## src/logic/tpc_pkg.sv

```systemverilog
/*
 * tpc_pkg: register map, field positions, reset values and shared types
 * for the transmit-path and interface configuration register bank.
 * assumes: one 125 MHz system clock, registers written over the serial port.
 */
package tpc_pkg;

    localparam int unsigned ADDR_W = 7;
    localparam int unsigned DATA_W = 8;

    // register offsets
    localparam logic [6:0] OFF_TX_GAIN_LEVEL          = 7'h0b;
    localparam logic [6:0] OFF_TX_GAIN_UPDATE_CONTROL = 7'h0c;
    localparam logic [6:0] OFF_DATA_FORMAT_AND_INTERP = 7'h0d;
    localparam logic [6:0] OFF_INTERFACE_MODE_CONFIG  = 7'h0e;

    // reset values
    localparam logic [7:0] RST_TX_GAIN_LEVEL          = 8'hff;
    localparam logic [7:0] RST_TX_GAIN_UPDATE_CONTROL = 8'h00;
    localparam logic [7:0] RST_DATA_FORMAT_AND_INTERP = 8'h00;
    localparam logic [7:0] RST_INTERFACE_MODE_CONFIG  = 8'h10;

    // tx_gain_update_control fields
    localparam int unsigned BIT_GAIN_SYNC_PWRDN  = 6;
    localparam int unsigned BIT_GAIN_QUICK       = 4;
    // data_format_and_interpolation fields
    localparam int unsigned BIT_TX_TWOS          = 7;
    localparam int unsigned BIT_RX_TWOS          = 6;
    localparam int unsigned BIT_TX_INV_SAMPLE    = 5;
    localparam int unsigned BIT_INTERP_MSB       = 1;
    localparam int unsigned BIT_INTERP_LSB       = 0;
    // interface_mode_config fields
    localparam int unsigned BIT_LOOPBACK         = 5;
    localparam int unsigned BIT_DUPLEX_SELECT    = 4;
    localparam int unsigned BIT_HD_DIRECTION     = 3;
    localparam int unsigned BIT_HD_WIDTH_SELECT  = 2;
    localparam int unsigned BIT_DIR_OVERRIDE     = 1;
    localparam int unsigned BIT_CLONE            = 0;

    // serial frame: instruction byte then data byte
    localparam logic [4:0] SER_FRAME_BITS = 5'h10;
    localparam logic [4:0] SER_INSTR_BITS = 5'h08;
    localparam int unsigned BIT_SER_READ  = 7;

    // sample clock output divider, in system clocks per half period
    localparam int unsigned SAMPLE_CLOCK_OUTPUT_HALF_DEFAULT = 2;

    typedef enum logic [1:0] {
        TPC_INTERP_BYPASS = 2'h0,
        TPC_INTERP_X2     = 2'h1,
        TPC_INTERP_X4     = 2'h2,
        TPC_INTERP_RSVD   = 2'h3
    } tpc_interp_t;

    typedef enum logic [3:0] {
        TPC_FULL_DUPLEX_MODE       = 4'h1,
        TPC_HALF_DUPLEX_12BIT_MODE = 4'h2,
        TPC_HALF_DUPLEX_24BIT_MODE = 4'h4,
        TPC_CLONE_MODE             = 4'h8
    } tpc_if_mode_t;

    typedef struct packed {
        logic         gain_quick_settle;
        logic         tx_twos_complement;
        logic         rx_twos_complement;
        logic         tx_inverse_sample;
        tpc_interp_t  interp_rate;
        tpc_if_mode_t if_mode;
        logic         half_duplex_direction;
        logic         loopback_active;
    } tpc_cfg_t;

endpackage : tpc_pkg

```

## src/logic/tpc_regs.sv

```systemverilog
/*
 * tpc_regs: configuration register bank for the transmit path and the
 * parallel data interface, with serial programming port, interface mode
 * decode, transmit capture, receive formatting and digital loop-back.
 * assumes: all pins synchronous to clk_sys; the serial clock is much
 * slower than clk_sys; tx_processed is the transmit digital path output.
 */
// Functional notes
// RULE_01: quick-settle bit selects fast gain settling
// RULE_02: tx data straight binary unless format bit
// RULE_03: rx data straight binary unless format bit
// RULE_04: capture tx on clock rise, inverse falls
// RULE_05: interpolation field: bypass, 2x, 4x
// RULE_06: loop-back sends tx path to rx bus
// RULE_07: software sets full duplex for loop-back
// RULE_08: duplex bit high is full duplex, reset high
// RULE_09: duplex and width pick mode; clone overrides
// RULE_10: half-duplex direction high transmit, low receive
// RULE_11: width bit high 12-bit, low 24-bit
// RULE_12: override bit replaces pin for direction
// RULE_13: software sets clone bit and clock field
// RULE_14: gain applies right after its write; code holds it until power-down ends when the sync bit is set
// RULE_15: interpolation code 11 leaves filters bypassed
`timescale 1ns/1ps
`default_nettype none

module tpc_regs #(
    parameter int unsigned SAMPLE_W    = 12,
    parameter int unsigned SAMPLE_CLOCK_OUTPUT_HALF = tpc_pkg::SAMPLE_CLOCK_OUTPUT_HALF_DEFAULT
) (
    input  wire logic                  clk_sys,
    input  wire logic                  rst_n,
    input  wire logic                  spi_sclk,
    input  wire logic                  spi_cs_n,
    input  wire logic                  spi_sdi,
    output logic                       spi_sdo,
    output logic                       spi_sdo_oe_n,
    input  wire logic                  tx_rx_select_pin,
    input  wire logic                  tx_power_down,
    input  wire logic [SAMPLE_W-1:0]   tx_bus_in,
    input  wire logic [SAMPLE_W-1:0]   tx_processed,
    input  wire logic [SAMPLE_W-1:0]   adc_sample,
    output logic                       sample_clock_output,
    output logic [SAMPLE_W-1:0]        tx_sample,
    output logic                       tx_sample_valid,
    output logic [SAMPLE_W-1:0]        rx_bus_out,
    output logic [7:0]                 tx_gain_amp_level,
    output logic                       tx_gain_amp_apply,
    output tpc_pkg::tpc_cfg_t          cfg
);
    import tpc_pkg::*;

    initial begin
        if (SAMPLE_W < 2 || SAMPLE_W > 24) $error("tpc_regs: SAMPLE_W out of range");
        if (SAMPLE_CLOCK_OUTPUT_HALF < 1 || SAMPLE_CLOCK_OUTPUT_HALF > 255) $error("tpc_regs: SAMPLE_CLOCK_OUTPUT_HALF out of range");
    end

    typedef enum logic [2:0] {
        SER_IDLE  = 3'h1,
        SER_INSTR = 3'h2,
        SER_DATA  = 3'h4
    } tpc_ser_state_t;

    function automatic logic [7:0] read_mux(input logic [6:0] a, input logic [7:0] g,
                                            input logic [7:0] u, input logic [7:0] f,
                                            input logic [7:0] m);
        logic [7:0] r;
        r = 8'h00;
        if (a == OFF_TX_GAIN_LEVEL) begin
            r = g;
        end else if (a == OFF_TX_GAIN_UPDATE_CONTROL) begin
            r = u;
        end else if (a == OFF_DATA_FORMAT_AND_INTERP) begin
            r = f;
        end else if (a == OFF_INTERFACE_MODE_CONFIG) begin
            r = m;
        end
        return r;
    endfunction : read_mux

    // serial port state
    tpc_ser_state_t ser_q, ser_d;
    logic [4:0]     cnt_q, cnt_d;
    logic [7:0]     sh_q, sh_d;
    logic [6:0]     addr_q, addr_d;
    logic           rd_q, rd_d;
    logic [7:0]     out_q, out_d;
    logic           sdo_q, sdo_d;
    logic           oe_n_q, oe_n_d;
    logic           sclk_q;
    logic           wr_stb;
    logic           sclk_rise, sclk_fall;

    // register state
    logic [7:0] gain_q, gain_d;
    logic [7:0] upd_q, upd_d;
    logic [7:0] fmt_q, fmt_d;
    logic [7:0] mode_q, mode_d;
    logic       pend_q, pend_d;
    logic       apply_q, apply_d;
    logic       pwrdn_q;

    assign sclk_rise = spi_sclk & ~sclk_q;
    assign sclk_fall = ~spi_sclk & sclk_q;

    always_comb begin
        ser_d  = ser_q;
        cnt_d  = cnt_q;
        sh_d   = sh_q;
        addr_d = addr_q;
        rd_d   = rd_q;
        out_d  = out_q;
        sdo_d  = sdo_q;
        oe_n_d = oe_n_q;
        wr_stb = 1'b0;
        case (ser_q)
            SER_IDLE: begin
                oe_n_d = 1'b1;
                cnt_d  = 5'h00;
                if (!spi_cs_n) begin
                    ser_d = SER_INSTR;
                end
            end
            SER_INSTR: begin
                if (spi_cs_n) begin
                    ser_d = SER_IDLE;
                end else if (sclk_rise) begin
                    sh_d  = {sh_q[6:0], spi_sdi};
                    cnt_d = cnt_q + 5'h01;
                    if (cnt_q + 5'h01 == SER_INSTR_BITS) begin
                        rd_d   = sh_q[6];
                        addr_d = {sh_q[5:0], spi_sdi};
                        out_d  = read_mux({sh_q[5:0], spi_sdi}, gain_q, upd_q, fmt_q, mode_q);
                        ser_d  = SER_DATA;
                    end
                end
            end
            SER_DATA: begin
                if (spi_cs_n) begin
                    ser_d = SER_IDLE;
                end else if (cnt_q == SER_FRAME_BITS) begin
                    // frame done: last read bit stays driven, extra bits ignored
                    oe_n_d = oe_n_q;
                end else if (sclk_fall && rd_q) begin
                    // read data leaves msb first on falling edges
                    sdo_d  = out_q[7];
                    out_d  = {out_q[6:0], 1'b0};
                    oe_n_d = 1'b0;
                end else if (sclk_rise) begin
                    sh_d  = {sh_q[6:0], spi_sdi};
                    cnt_d = cnt_q + 5'h01;
                    if (cnt_q + 5'h01 == SER_FRAME_BITS) begin
                        wr_stb = ~rd_q;
                    end
                end
            end
            default: begin
                ser_d = SER_IDLE;
            end
        endcase
    end

    always_ff @(posedge clk_sys or negedge rst_n) begin
        if (!rst_n) begin
            ser_q  <= SER_IDLE;
            cnt_q  <= 5'h00;
            sh_q   <= 8'h00;
            addr_q <= 7'h00;
            rd_q   <= 1'b0;
            out_q  <= 8'h00;
            sdo_q  <= 1'b0;
            oe_n_q <= 1'b1;
            sclk_q <= 1'b0;
        end else begin
            ser_q  <= ser_d;
            cnt_q  <= cnt_d;
            sh_q   <= sh_d;
            addr_q <= addr_d;
            rd_q   <= rd_d;
            out_q  <= out_d;
            sdo_q  <= sdo_d;
            oe_n_q <= oe_n_d;
            sclk_q <= spi_sclk;
        end
    end

    assign spi_sdo      = sdo_q;
    assign spi_sdo_oe_n = oe_n_q;

    // register writes and gain application
    always_comb begin
        gain_d  = gain_q;
        upd_d   = upd_q;
        fmt_d   = fmt_q;
        mode_d  = mode_q;
        pend_d  = pend_q;
        apply_d = 1'b0;
        if (wr_stb) begin
            if (addr_q == OFF_TX_GAIN_LEVEL) begin
                gain_d = sh_d;
                pend_d = 1'b1;
            end else if (addr_q == OFF_TX_GAIN_UPDATE_CONTROL) begin
                upd_d = sh_d;
            end else if (addr_q == OFF_DATA_FORMAT_AND_INTERP) begin
                fmt_d = sh_d;
            end else if (addr_q == OFF_INTERFACE_MODE_CONFIG) begin
                mode_d = sh_d;
            end
        end
        // new gain level goes out the cycle after the write, its apply pulse one cycle later, unless held for power-down wake
        if (pend_q && (!upd_q[BIT_GAIN_SYNC_PWRDN] || (pwrdn_q && !tx_power_down))) begin
            apply_d = 1'b1; // see RULE_14
            pend_d  = wr_stb && addr_q == OFF_TX_GAIN_LEVEL;
        end
    end

    always_ff @(posedge clk_sys or negedge rst_n) begin
        if (!rst_n) begin
            gain_q  <= RST_TX_GAIN_LEVEL;
            upd_q   <= RST_TX_GAIN_UPDATE_CONTROL;
            fmt_q   <= RST_DATA_FORMAT_AND_INTERP;
            mode_q  <= RST_INTERFACE_MODE_CONFIG; // see RULE_08
            pend_q  <= 1'b0;
            apply_q <= 1'b0;
            pwrdn_q <= 1'b0;
        end else begin
            gain_q  <= gain_d;
            upd_q   <= upd_d;
            fmt_q   <= fmt_d;
            mode_q  <= mode_d;
            pend_q  <= pend_d;
            apply_q <= apply_d;
            pwrdn_q <= tx_power_down;
        end
    end

    assign tx_gain_amp_level = gain_q;
    assign tx_gain_amp_apply = apply_q;

    // configuration decode
    tpc_cfg_t cfg_d, cfg_q;

    always_comb begin
        cfg_d = cfg_q;
        cfg_d.gain_quick_settle  = upd_q[BIT_GAIN_QUICK]; // see RULE_01
        cfg_d.tx_twos_complement = fmt_q[BIT_TX_TWOS];
        cfg_d.rx_twos_complement = fmt_q[BIT_RX_TWOS];
        cfg_d.tx_inverse_sample  = fmt_q[BIT_TX_INV_SAMPLE];
        case (fmt_q[BIT_INTERP_MSB:BIT_INTERP_LSB])
            2'h1:    cfg_d.interp_rate = TPC_INTERP_X2; // see RULE_05
            2'h2:    cfg_d.interp_rate = TPC_INTERP_X4; // see RULE_05
            default: cfg_d.interp_rate = TPC_INTERP_BYPASS; // see RULE_15
        endcase
        cfg_d.loopback_active = mode_q[BIT_LOOPBACK];
        // loop-back always runs full-duplex timing; clone ignores duplex bit
        if (mode_q[BIT_LOOPBACK]) begin
            cfg_d.if_mode = TPC_FULL_DUPLEX_MODE; // see RULE_06
        end else if (mode_q[BIT_CLONE]) begin
            cfg_d.if_mode = TPC_CLONE_MODE; // see RULE_09
        end else if (mode_q[BIT_DUPLEX_SELECT]) begin
            cfg_d.if_mode = TPC_FULL_DUPLEX_MODE; // see RULE_08
        end else if (mode_q[BIT_HD_WIDTH_SELECT]) begin
            cfg_d.if_mode = TPC_HALF_DUPLEX_12BIT_MODE; // see RULE_11
        end else begin
            cfg_d.if_mode = TPC_HALF_DUPLEX_24BIT_MODE; // see RULE_11
        end
        // high is transmit; override swaps the pin for the register bit
        cfg_d.half_duplex_direction = mode_q[BIT_DIR_OVERRIDE] ? mode_q[BIT_HD_DIRECTION]
                                                               : tx_rx_select_pin; // see RULE_12
        if (cfg_d.if_mode == TPC_FULL_DUPLEX_MODE) begin
            cfg_d.half_duplex_direction = 1'b0;
        end // see RULE_10
    end

    always_ff @(posedge clk_sys or negedge rst_n) begin
        if (!rst_n) begin
            cfg_q <= '{gain_quick_settle: 1'b0, tx_twos_complement: 1'b0,
                       rx_twos_complement: 1'b0, tx_inverse_sample: 1'b0,
                       interp_rate: TPC_INTERP_BYPASS, if_mode: TPC_FULL_DUPLEX_MODE,
                       half_duplex_direction: 1'b0, loopback_active: 1'b0};
        end else begin
            cfg_q <= cfg_d;
        end
    end

    assign cfg = cfg_q;

    // sample clock divider and transmit capture
    logic [7:0]          div_q, div_d;
    logic                ck_q, ck_d;
    logic                cap_en;
    logic [SAMPLE_W-1:0] txs_q, txs_d;
    logic                txv_q, txv_d;
    logic [SAMPLE_W-1:0] rx_q, rx_d;
    logic [SAMPLE_W-1:0] msb_mask;

    assign msb_mask = {1'b1, {(SAMPLE_W-1){1'b0}}};

    always_comb begin
        div_d = div_q + 8'h01;
        ck_d  = ck_q;
        if (div_q == 8'(SAMPLE_CLOCK_OUTPUT_HALF - 1)) begin
            div_d = 8'h00;
            ck_d  = ~ck_q;
        end
        // the edge is the divider flip, so capture lines up with the pin edge
        cap_en = (div_q == 8'(SAMPLE_CLOCK_OUTPUT_HALF - 1))
                 && (ck_q == cfg_q.tx_inverse_sample); // see RULE_04
        txs_d = txs_q;
        txv_d = 1'b0;
        if (cap_en && (cfg_q.if_mode != TPC_HALF_DUPLEX_12BIT_MODE || cfg_q.loopback_active
                       || cfg_q.half_duplex_direction || cfg_q.if_mode == TPC_FULL_DUPLEX_MODE
                       || cfg_q.if_mode == TPC_HALF_DUPLEX_24BIT_MODE
                       || cfg_q.if_mode == TPC_CLONE_MODE)) begin
            // internal form is twos complement; straight binary needs its msb flipped
            txs_d = cfg_q.tx_twos_complement ? tx_bus_in : (tx_bus_in ^ msb_mask); // see RULE_02
            txv_d = 1'b1;
        end
        // adc words arrive straight binary
        if (cfg_q.loopback_active) begin
            rx_d = tx_processed; // see RULE_06
        end else begin
            rx_d = cfg_q.rx_twos_complement ? (adc_sample ^ msb_mask) : adc_sample; // see RULE_03
        end
    end

    always_ff @(posedge clk_sys or negedge rst_n) begin
        if (!rst_n) begin
            div_q <= 8'h00;
            ck_q  <= 1'b0;
            txs_q <= '0;
            txv_q <= 1'b0;
            rx_q  <= '0;
        end else begin
            div_q <= div_d;
            ck_q  <= ck_d;
            txs_q <= txs_d;
            txv_q <= txv_d;
            rx_q  <= rx_d;
        end
    end

    assign sample_clock_output = ck_q;
    assign tx_sample           = txs_q;
    assign tx_sample_valid     = txv_q;
    assign rx_bus_out          = rx_q;

endmodule : tpc_regs

`default_nettype wire

```

## config.mk

```make
export PLATFORM = sky130hd
export DESIGN_NAME = tpc_regs
export DESIGN_NICKNAME = d
export VERILOG_FILES = /design/src/logic/tpc_pkg.sv /design/src/logic/tpc_regs.sv
export SDC_FILE = /design/constraint.sdc
export NUM_CORES = 1
export LEC_CHECK = 0
export ABC_AREA = 1
export ABC_CLOCK_PERIOD_IN_PS = 1600
export BUFFER_PORTS_ARGS = -buffer_cell sky130_fd_sc_hd__buf_2
export CORE_MARGIN = 2
export CORE_UTILIZATION = 40
export DETAILED_ROUTE_END_ITERATION = 6
export HOLD_SLACK_MARGIN = 0.03
export SKIP_LAST_GASP = 1
export SLEW_MARGIN = 30
export SYNTH_ARGS = -nofsm -noshare
export SYNTH_HDL_FRONTEND = slang
export SYNTH_SLANG_ARGS = --single-unit
```

## constraint.sdc

```tcl
create_clock -name clk_sys -period 1.6 [get_ports clk_sys]
set_input_delay 0.16 -clock clk_sys [delete_from_list [all_inputs] [get_ports clk_sys]]
set_output_delay 0.16 -clock clk_sys [all_outputs]
set_load 0.03 [all_outputs]
```

==> results of run 1 <==
[critical path: stages, from the launching register on]
cell,delay [ns]
dfrtp_1,0.39
buf_4,0.12
buf_4,0.09
nand3_1,0.08
nand2_1,0.08
nand2_1,0.09
buf_4,0.17
nor2_4,0.15
nand4_4,0.15
clkbuf_16,0.22
nor2_1,0.09
nor2_1,0.05
[timing repair]
action | in CTS | in global routing
resized for setup | 37 | 39
pin swaps | 12 | 28
setup buffers | 5 | 6
endpoints found under the setup margin | 57 | 74
hold endpoints to repair | 58 | 0
gates cloned | 3 | 3
hold buffers | 38 | 0
[kinds of logic after synthesis]
family,after synthesis,synth area share (%)
AND/OR/NAND/NOR,399,32.7
AO/OA/AOI/OAI,43,4.31
XOR/XNOR,6,0.959
buffers and inverters,105,7.71
flip-flops,116,53.2
adder cells (fa/ha/maj),5,1.14
[registers in the layout, summed over array words and instances (netlist names), 3 cells and up]
name	count
mode_q	8
ser_q	3
div_q	8
rx_bus_out	12
upd_q	8
fmt_q	8
tx_gain_amp_level	8
out_q	8
addr_q	7
cfg	12
tx_sample	12
sh_q	8
cnt_q	5
[report_power, final]
part,internal (mW),switching [mW],leakage (nW),total [mW]
clock,3.04,1.29,0.327,4.33
combinational,0.390,0.626,2.50,1.02
sequential,3.08,0.109,1.41,3.19
[final timing paths]
path | from | to | slack (ns)
max in group asynchronous | rst_n | ser_q[0] | 0.69
min in group asynchronous | rst_n | tx_sample[1] | 0.25
max reg2reg | cnt_q[0] | upd_q[4] | -0.20
max | cnt_q[0] | upd_q[4] | -0.20
min reg2reg | upd_q[4] | cfg[11] | 0.41
min | adc_sample[11] | rx_bus_out[11] | 0.06
[layer usage]
layer	wire length, um	part of all wire, %	track usage [%]	vias up
li1	-	-	-	2498
met2	7210	49	34.9	170
met4	235	1.6	6.98	0
met3	928	6.3	4.79	19
met5	0	0	0	-
met1	6430	43	26.6	2406
[cell usage after synthesis]
master	n	share of area, %
nor4_1	3	0.34
dfrtp_1	104	47
nand4_2	1	0.23
o21ai_0	16	1.5
nand4_4	2	0.78
nand2_2	11	1.3
inv_2	3	0.21
o22ai_1	1	0.11
nor2_2	4	0.46
nor2_1	64	4.4
dfstp_2	12	5.8
nor2_8	1	0.37
xnor2_1	3	0.48
a21oi_4	1	0.30
nand2_1	233	16
a211oi_1	1	0.14
buf_4	2	0.27
a21o_1	1	0.14
a21oi_2	1	0.16
nand2_4	1	0.21
buf_2	3	0.27
nand3_2	1	0.18
clkinv_1	1	0.068
nor3_1	3	0.27
ha_1	5	1.1
inv_4	1	0.11
a21oi_1	13	1.2
xor2_1	3	0.48
clkbuf_1	6	0.41
o21ai_1	9	0.82
buf_6	2	0.41
nor4_4	2	0.78
nand4_1	18	2.1
nor3b_1	1	0.14
nand3_1	51	4.7
inv_1	87	6.0
nor2_4	3	0.62
[area by class of cell]
cell class | instances | area, sq um | share of cell area, %
sequential | 116 | 2920 | 36.8
tap | 176 | 220 | 2.78
clock buffer | 23 | 478 | 6.03
timing repair buffer | 179 | 1330 | 16.8
clock inverter | 9 | 198 | 2.49
inverter | 92 | 353 | 4.45
multi-input combinational | 458 | 2440 | 30.7
[through the flow]
stage	util, %	TNS (ns)
CTS	57.8	-4.03
floorplan	-	-0.591
finish	59.7	-5.71
global placement	48.4	-4.21
detailed placement	48.4	-5.89
global route	59.7	-11.72
==> results_dict.tcl, run 1 <==
set metrics [dict create \
    end_kind "flop" \
    pre_cts_ws_ns -0.158 \
    worstPathArrival_ns 2.10 \
    synth_seq_cells 116 \
    worst_setup_path_start_kind "flop" \
    hold_violations 0 \
    netlist_area_sq_um 5480 \
    postLayoutCellArea_sq_um 7930 \
    period_share_pct 112 \
    yosysUniqueCellTypes 37 \
    fmax_mhz 556 \
    cts_tree "yes" \
    dp.cells 967 \
    power.total_mw 8.53 \
    fillCellCount 1158 \
    min_path_cells 3 \
    rsz0062_at_grt "yes" \
    layout_commonest_cell "nand2_1" \
    place_area_sq_um 6430 \
    skew_ns 0.00478 \
    hpwl_um 9780 \
    grt_usage_pct 20.8 \
    holdWs_ns 0.0646 \
    clockRootBuffer "clkbuf_16" \
    yosys_warnings 0 \
    drt_iter0_drc 312 \
    insertion_delay_ns 0.41 \
    numCtsBuffers 17 \
    drv_slew 0 \
    initial_core_util_pct 41.2 \
    violations "negative setup slack" \
    syn-instance-count 674 \
    htree_num_levels 4 \
    port_buffers 91 \
    ir_drop_mv 0.603 \
    critPathMaxFanout 8 \
    wl_per_cell_um 14.1 \
    drt_wl_total_um 14800 \
    io_pins 92 \
    first_pass_iters 5 \
    grt_max_degree 47 \
    ant_nets 0 \
    syn_nets 722 \
    dr_total_vias 5093 \
    final_cell_mix "211 x nand2_1, 104 x dfrtp_1, 90 x buf_2, 81 x inv_1, 57 x nor2_1" \
    grt_pass1_vias 4934 \
    layoutNonFillerInstCount 1053 \
    gr-total-overflow 0 \
    viasPerCell 4.84 \
    grt_pass1_wl_um 23800 \
    syn_area_per_cell_sq_um 8.13 \
    status "finished with violations" \
    r2r_cells 11 \
    finalCriticalPeriod_ns 1.80 \
    p_leak_nw 4.24 \
    cp.required_ns 1.90 \
    timing.max_cap.violations 0 \
    clockBufferDepth 2 \
    place.gp.congestion 0.868 \
    layout_setup_ws_ns -0.197 \
    num_antenna_cells 0 \
    rows 42 \
    die_w_um 121 \
    cts.sinks 116 \
    setup_viol 52 \
    layout-drive-gt1-share_pct 30.8 \
    route.detailed.drc 0 \
    worstSetupPathType "reg -> reg" \
    die_h_um 121 \
    core-area_sq_um 13300 \
    relSlewSlack_pct 69.1 \
    area_growth_pct 44.7 \
    power.density_nw_per_um2 1080 \
    ys_seq_area_share_pct 53.2 \
    antenna_found_initial 0 \
    fin_nets 912 \
    hold_class "in -> reg" \
    tightest_slew_ns 0.461 \
    clk_pin_slew_ns 0.05 \
    dieArea_sq_um 14700 \
]
Power figures use the tool's default switching activity.
==> run 2: changes to the inputs <==
ABC_CLOCK_PERIOD_IN_PS = 2000   (was 1600)
SKIP_LAST_GASP = default   (was 1)
clock period = 2 ns   (was 1.6 ns; I/O delays follow)
==> run 2 against run 1 <==
The flow now finishes without violations. Clock skew is 0.0082 ns higher. Routed wire length is 8.4% lower. Hold slack worse by 0.020 ns. Global-route usage is 1.2 points lower. Core utilization is 5.7 points lower. Non-clock buffer count is 45 lower. Critical path type unchanged. Critical endpoint is now mode_q[1].
==> results_dict.tcl, run 2 (same netlist as run 1, synthesis figures left out) <==
set metrics [dict create \
    status "complete, no violations" \
    io_pins 92 \
    path_cells "inv_1 > ha_1 > nand2_1 > inv_1 > a21oi_4 > nand2_2 > nor2_4 > nand4_4 > nor2_1 > nor2_1" \
    grt_pass1_vias 4639 \
    p_leak_nw 3.93 \
    clockBufferDepth 2 \
    grt_pass1_wl_um 22300 \
    layoutNonFillerInstCount 1004 \
    rsz0062_at_grt "yes" \
    die_h_um 121 \
    worstPathArrival_ns 2.16 \
    place.gp.congestion 0.838 \
    cp.required_ns 2.31 \
    hpwl_um 9360 \
    dr_total_vias 4808 \
    wl_per_cell_um 13.5 \
    cts_tree "yes" \
    hp-start "tx_bus_in[0]" \
    path_buf_inv 2 \
    drv_slew 0 \
    htree_num_levels 4 \
    timing.max_cap.violations 0 \
    clk_pin_slew_ns 0.06 \
    cpPeakStageDelay_ns 0.41 \
    hold_violations 0 \
    skew_ns 0.0130 \
    viasPerCell 4.79 \
    fmax_mhz 541 \
    hold_class "in -> reg" \
    setup_viol 0 \
    grt_max_degree 37 \
    num_antenna_cells 0 \
    relSlewSlack_pct 66.1 \
    period_share_pct 92.4 \
    fin_nets 863 \
    port_buffers 91 \
    power.total_mw 6.42 \
    ir_drop_mv 0.464 \
    die_w_um 121 \
    cts.sinks 116 \
    power.density_nw_per_um2 895 \
    insertion_delay_ns 0.42 \
    route.detailed.drc 0 \
    layout_commonest_cell "nand2_1" \
    rows 42 \
    slowest_stage "dfrtp_1" \
    final_cell_mix "232 x nand2_1, 103 x dfrtp_1, 90 x buf_2, 87 x inv_1, 62 x nor2_1" \
    initial_core_util_pct 41.2 \
    dieArea_sq_um 14700 \
    end_kind "flop" \
    r2r_slack_ns 0.15 \
    tightest_slew_ns 0.508 \
    antenna_found_initial 0 \
    drt_iter0_drc 260 \
    first_pass_iters 4 \
    dp.cells 944 \
    worst_setup_path_start_kind "flop" \
    core-area_sq_um 13300 \
    critPathMaxFanout 16 \
    layout-drive-gt1-share_pct 22.7 \
    area_growth_pct 30.9 \
    setup-tns-final_ns 0 \
    r2r_cells 10 \
    ant_nets 0 \
    grt_usage_pct 19.6 \
    holdWs_ns 0.0446 \
    clockRootBuffer "clkbuf_16" \
    drt_wl_total_um 13600 \
    timing.rr.end "mode_q[1]" \
    min_path_cells 3 \
    r2r_start "cnt_q[1]" \
    hold_end "tx_sample[0]" \
    worstSetupPathType "reg -> reg" \
    numCtsBuffers 17 \
    gr-total-overflow 0 \
    finalCriticalPeriod_ns 1.85 \
    critPathTopFamily "simple AND/OR/NAND/NOR gates" \
    fin_util_pct 54.0 \
]
==> run 2: cell count changes in the layout (fill, tap and decap cells not counted), moves of 9 or more <==
| cell | before | now |
|---|---|---|
| buf_4 | 38 | 15 |
| dlygate4sd3_1 | 38 | 27 |
| nand2_4 | 11 | 2 |
| nand2_1 | 211 | 232 |
| nand3_2 | 11 | 0 |
| nand2_2 | 25 | 11 |
| nand3_1 | 41 | 51 |
==> run 2: worst reg2reg max path, cell delays in order (launching register included) <==
cell and delay (ns):
dfrtp_1 0.41, inv_1 0.08, ha_1 0.18, nand2_1 0.05
inv_1 0.06, a21oi_4 0.17, nand2_2 0.09, nor2_4 0.14
nand4_4 0.27, nor2_1 0.21, nor2_1 0.07
==> run 2: per-stage QoR <==
stage / area [sq um] / setup WS [ns]
after floorplan: 5480 / 0.347
after global placement: 6230 / 0.184
after detailed placement: 6230 / 0.123
after CTS: 7140 / 0.116
after global routing: 7180 / -0.00362
final: 7180 / 0.151
==> run 2: area by class of cell <==
type,count,area [sq um]
Timing Repair Buffer,134,873
Inverter,92,348
Clock buffer,20,457
Multi-Input combinational cell,454,2180
Sequential cell,116,2920
Tap cell,176,220
Clock inverter,12,178
Fill cell,1218,6120
==> run 2: what timing repair did <==
item,CTS,global route
hold endpoints to repair,39,0
hold buffers,27,0
setup buffers,0,0
endpoints found under the setup margin,0,33
resized for setup,0,8
==> run 2: worst max path at each step <==
stage	slack, ns	endpoint	startpoint	cells after the start
CTS	0.12	mode_q[1]	cnt_q[0]	8
global route	-0.004	mode_q[2]	cnt_q[1]	11
detailed placement	0.12	mode_q[1]	cnt_q[0]	10
global placement	0.18	mode_q[0]	cnt_q[0]	8
floorplan	0.35	mode_q[1]	cnt_q[0]	11
finish	0.15	mode_q[1]	cnt_q[1]	10
==> run 2: layer usage <==
layer / track usage (%) / wire length [um]
met1: 25.6 / 6110
met2: 30.9 / 6270
met3: 4.84 / 870
met4: 8.79 / 308
met5: 0 / 0
==> run 2: power breakdown <==
part           total, mW  switching (mW)  internal, mW
sequential          2.55          0.0905          2.46
clock               3.23            1.08          2.15
combinational      0.640           0.425         0.215
total               6.42            1.59          4.83
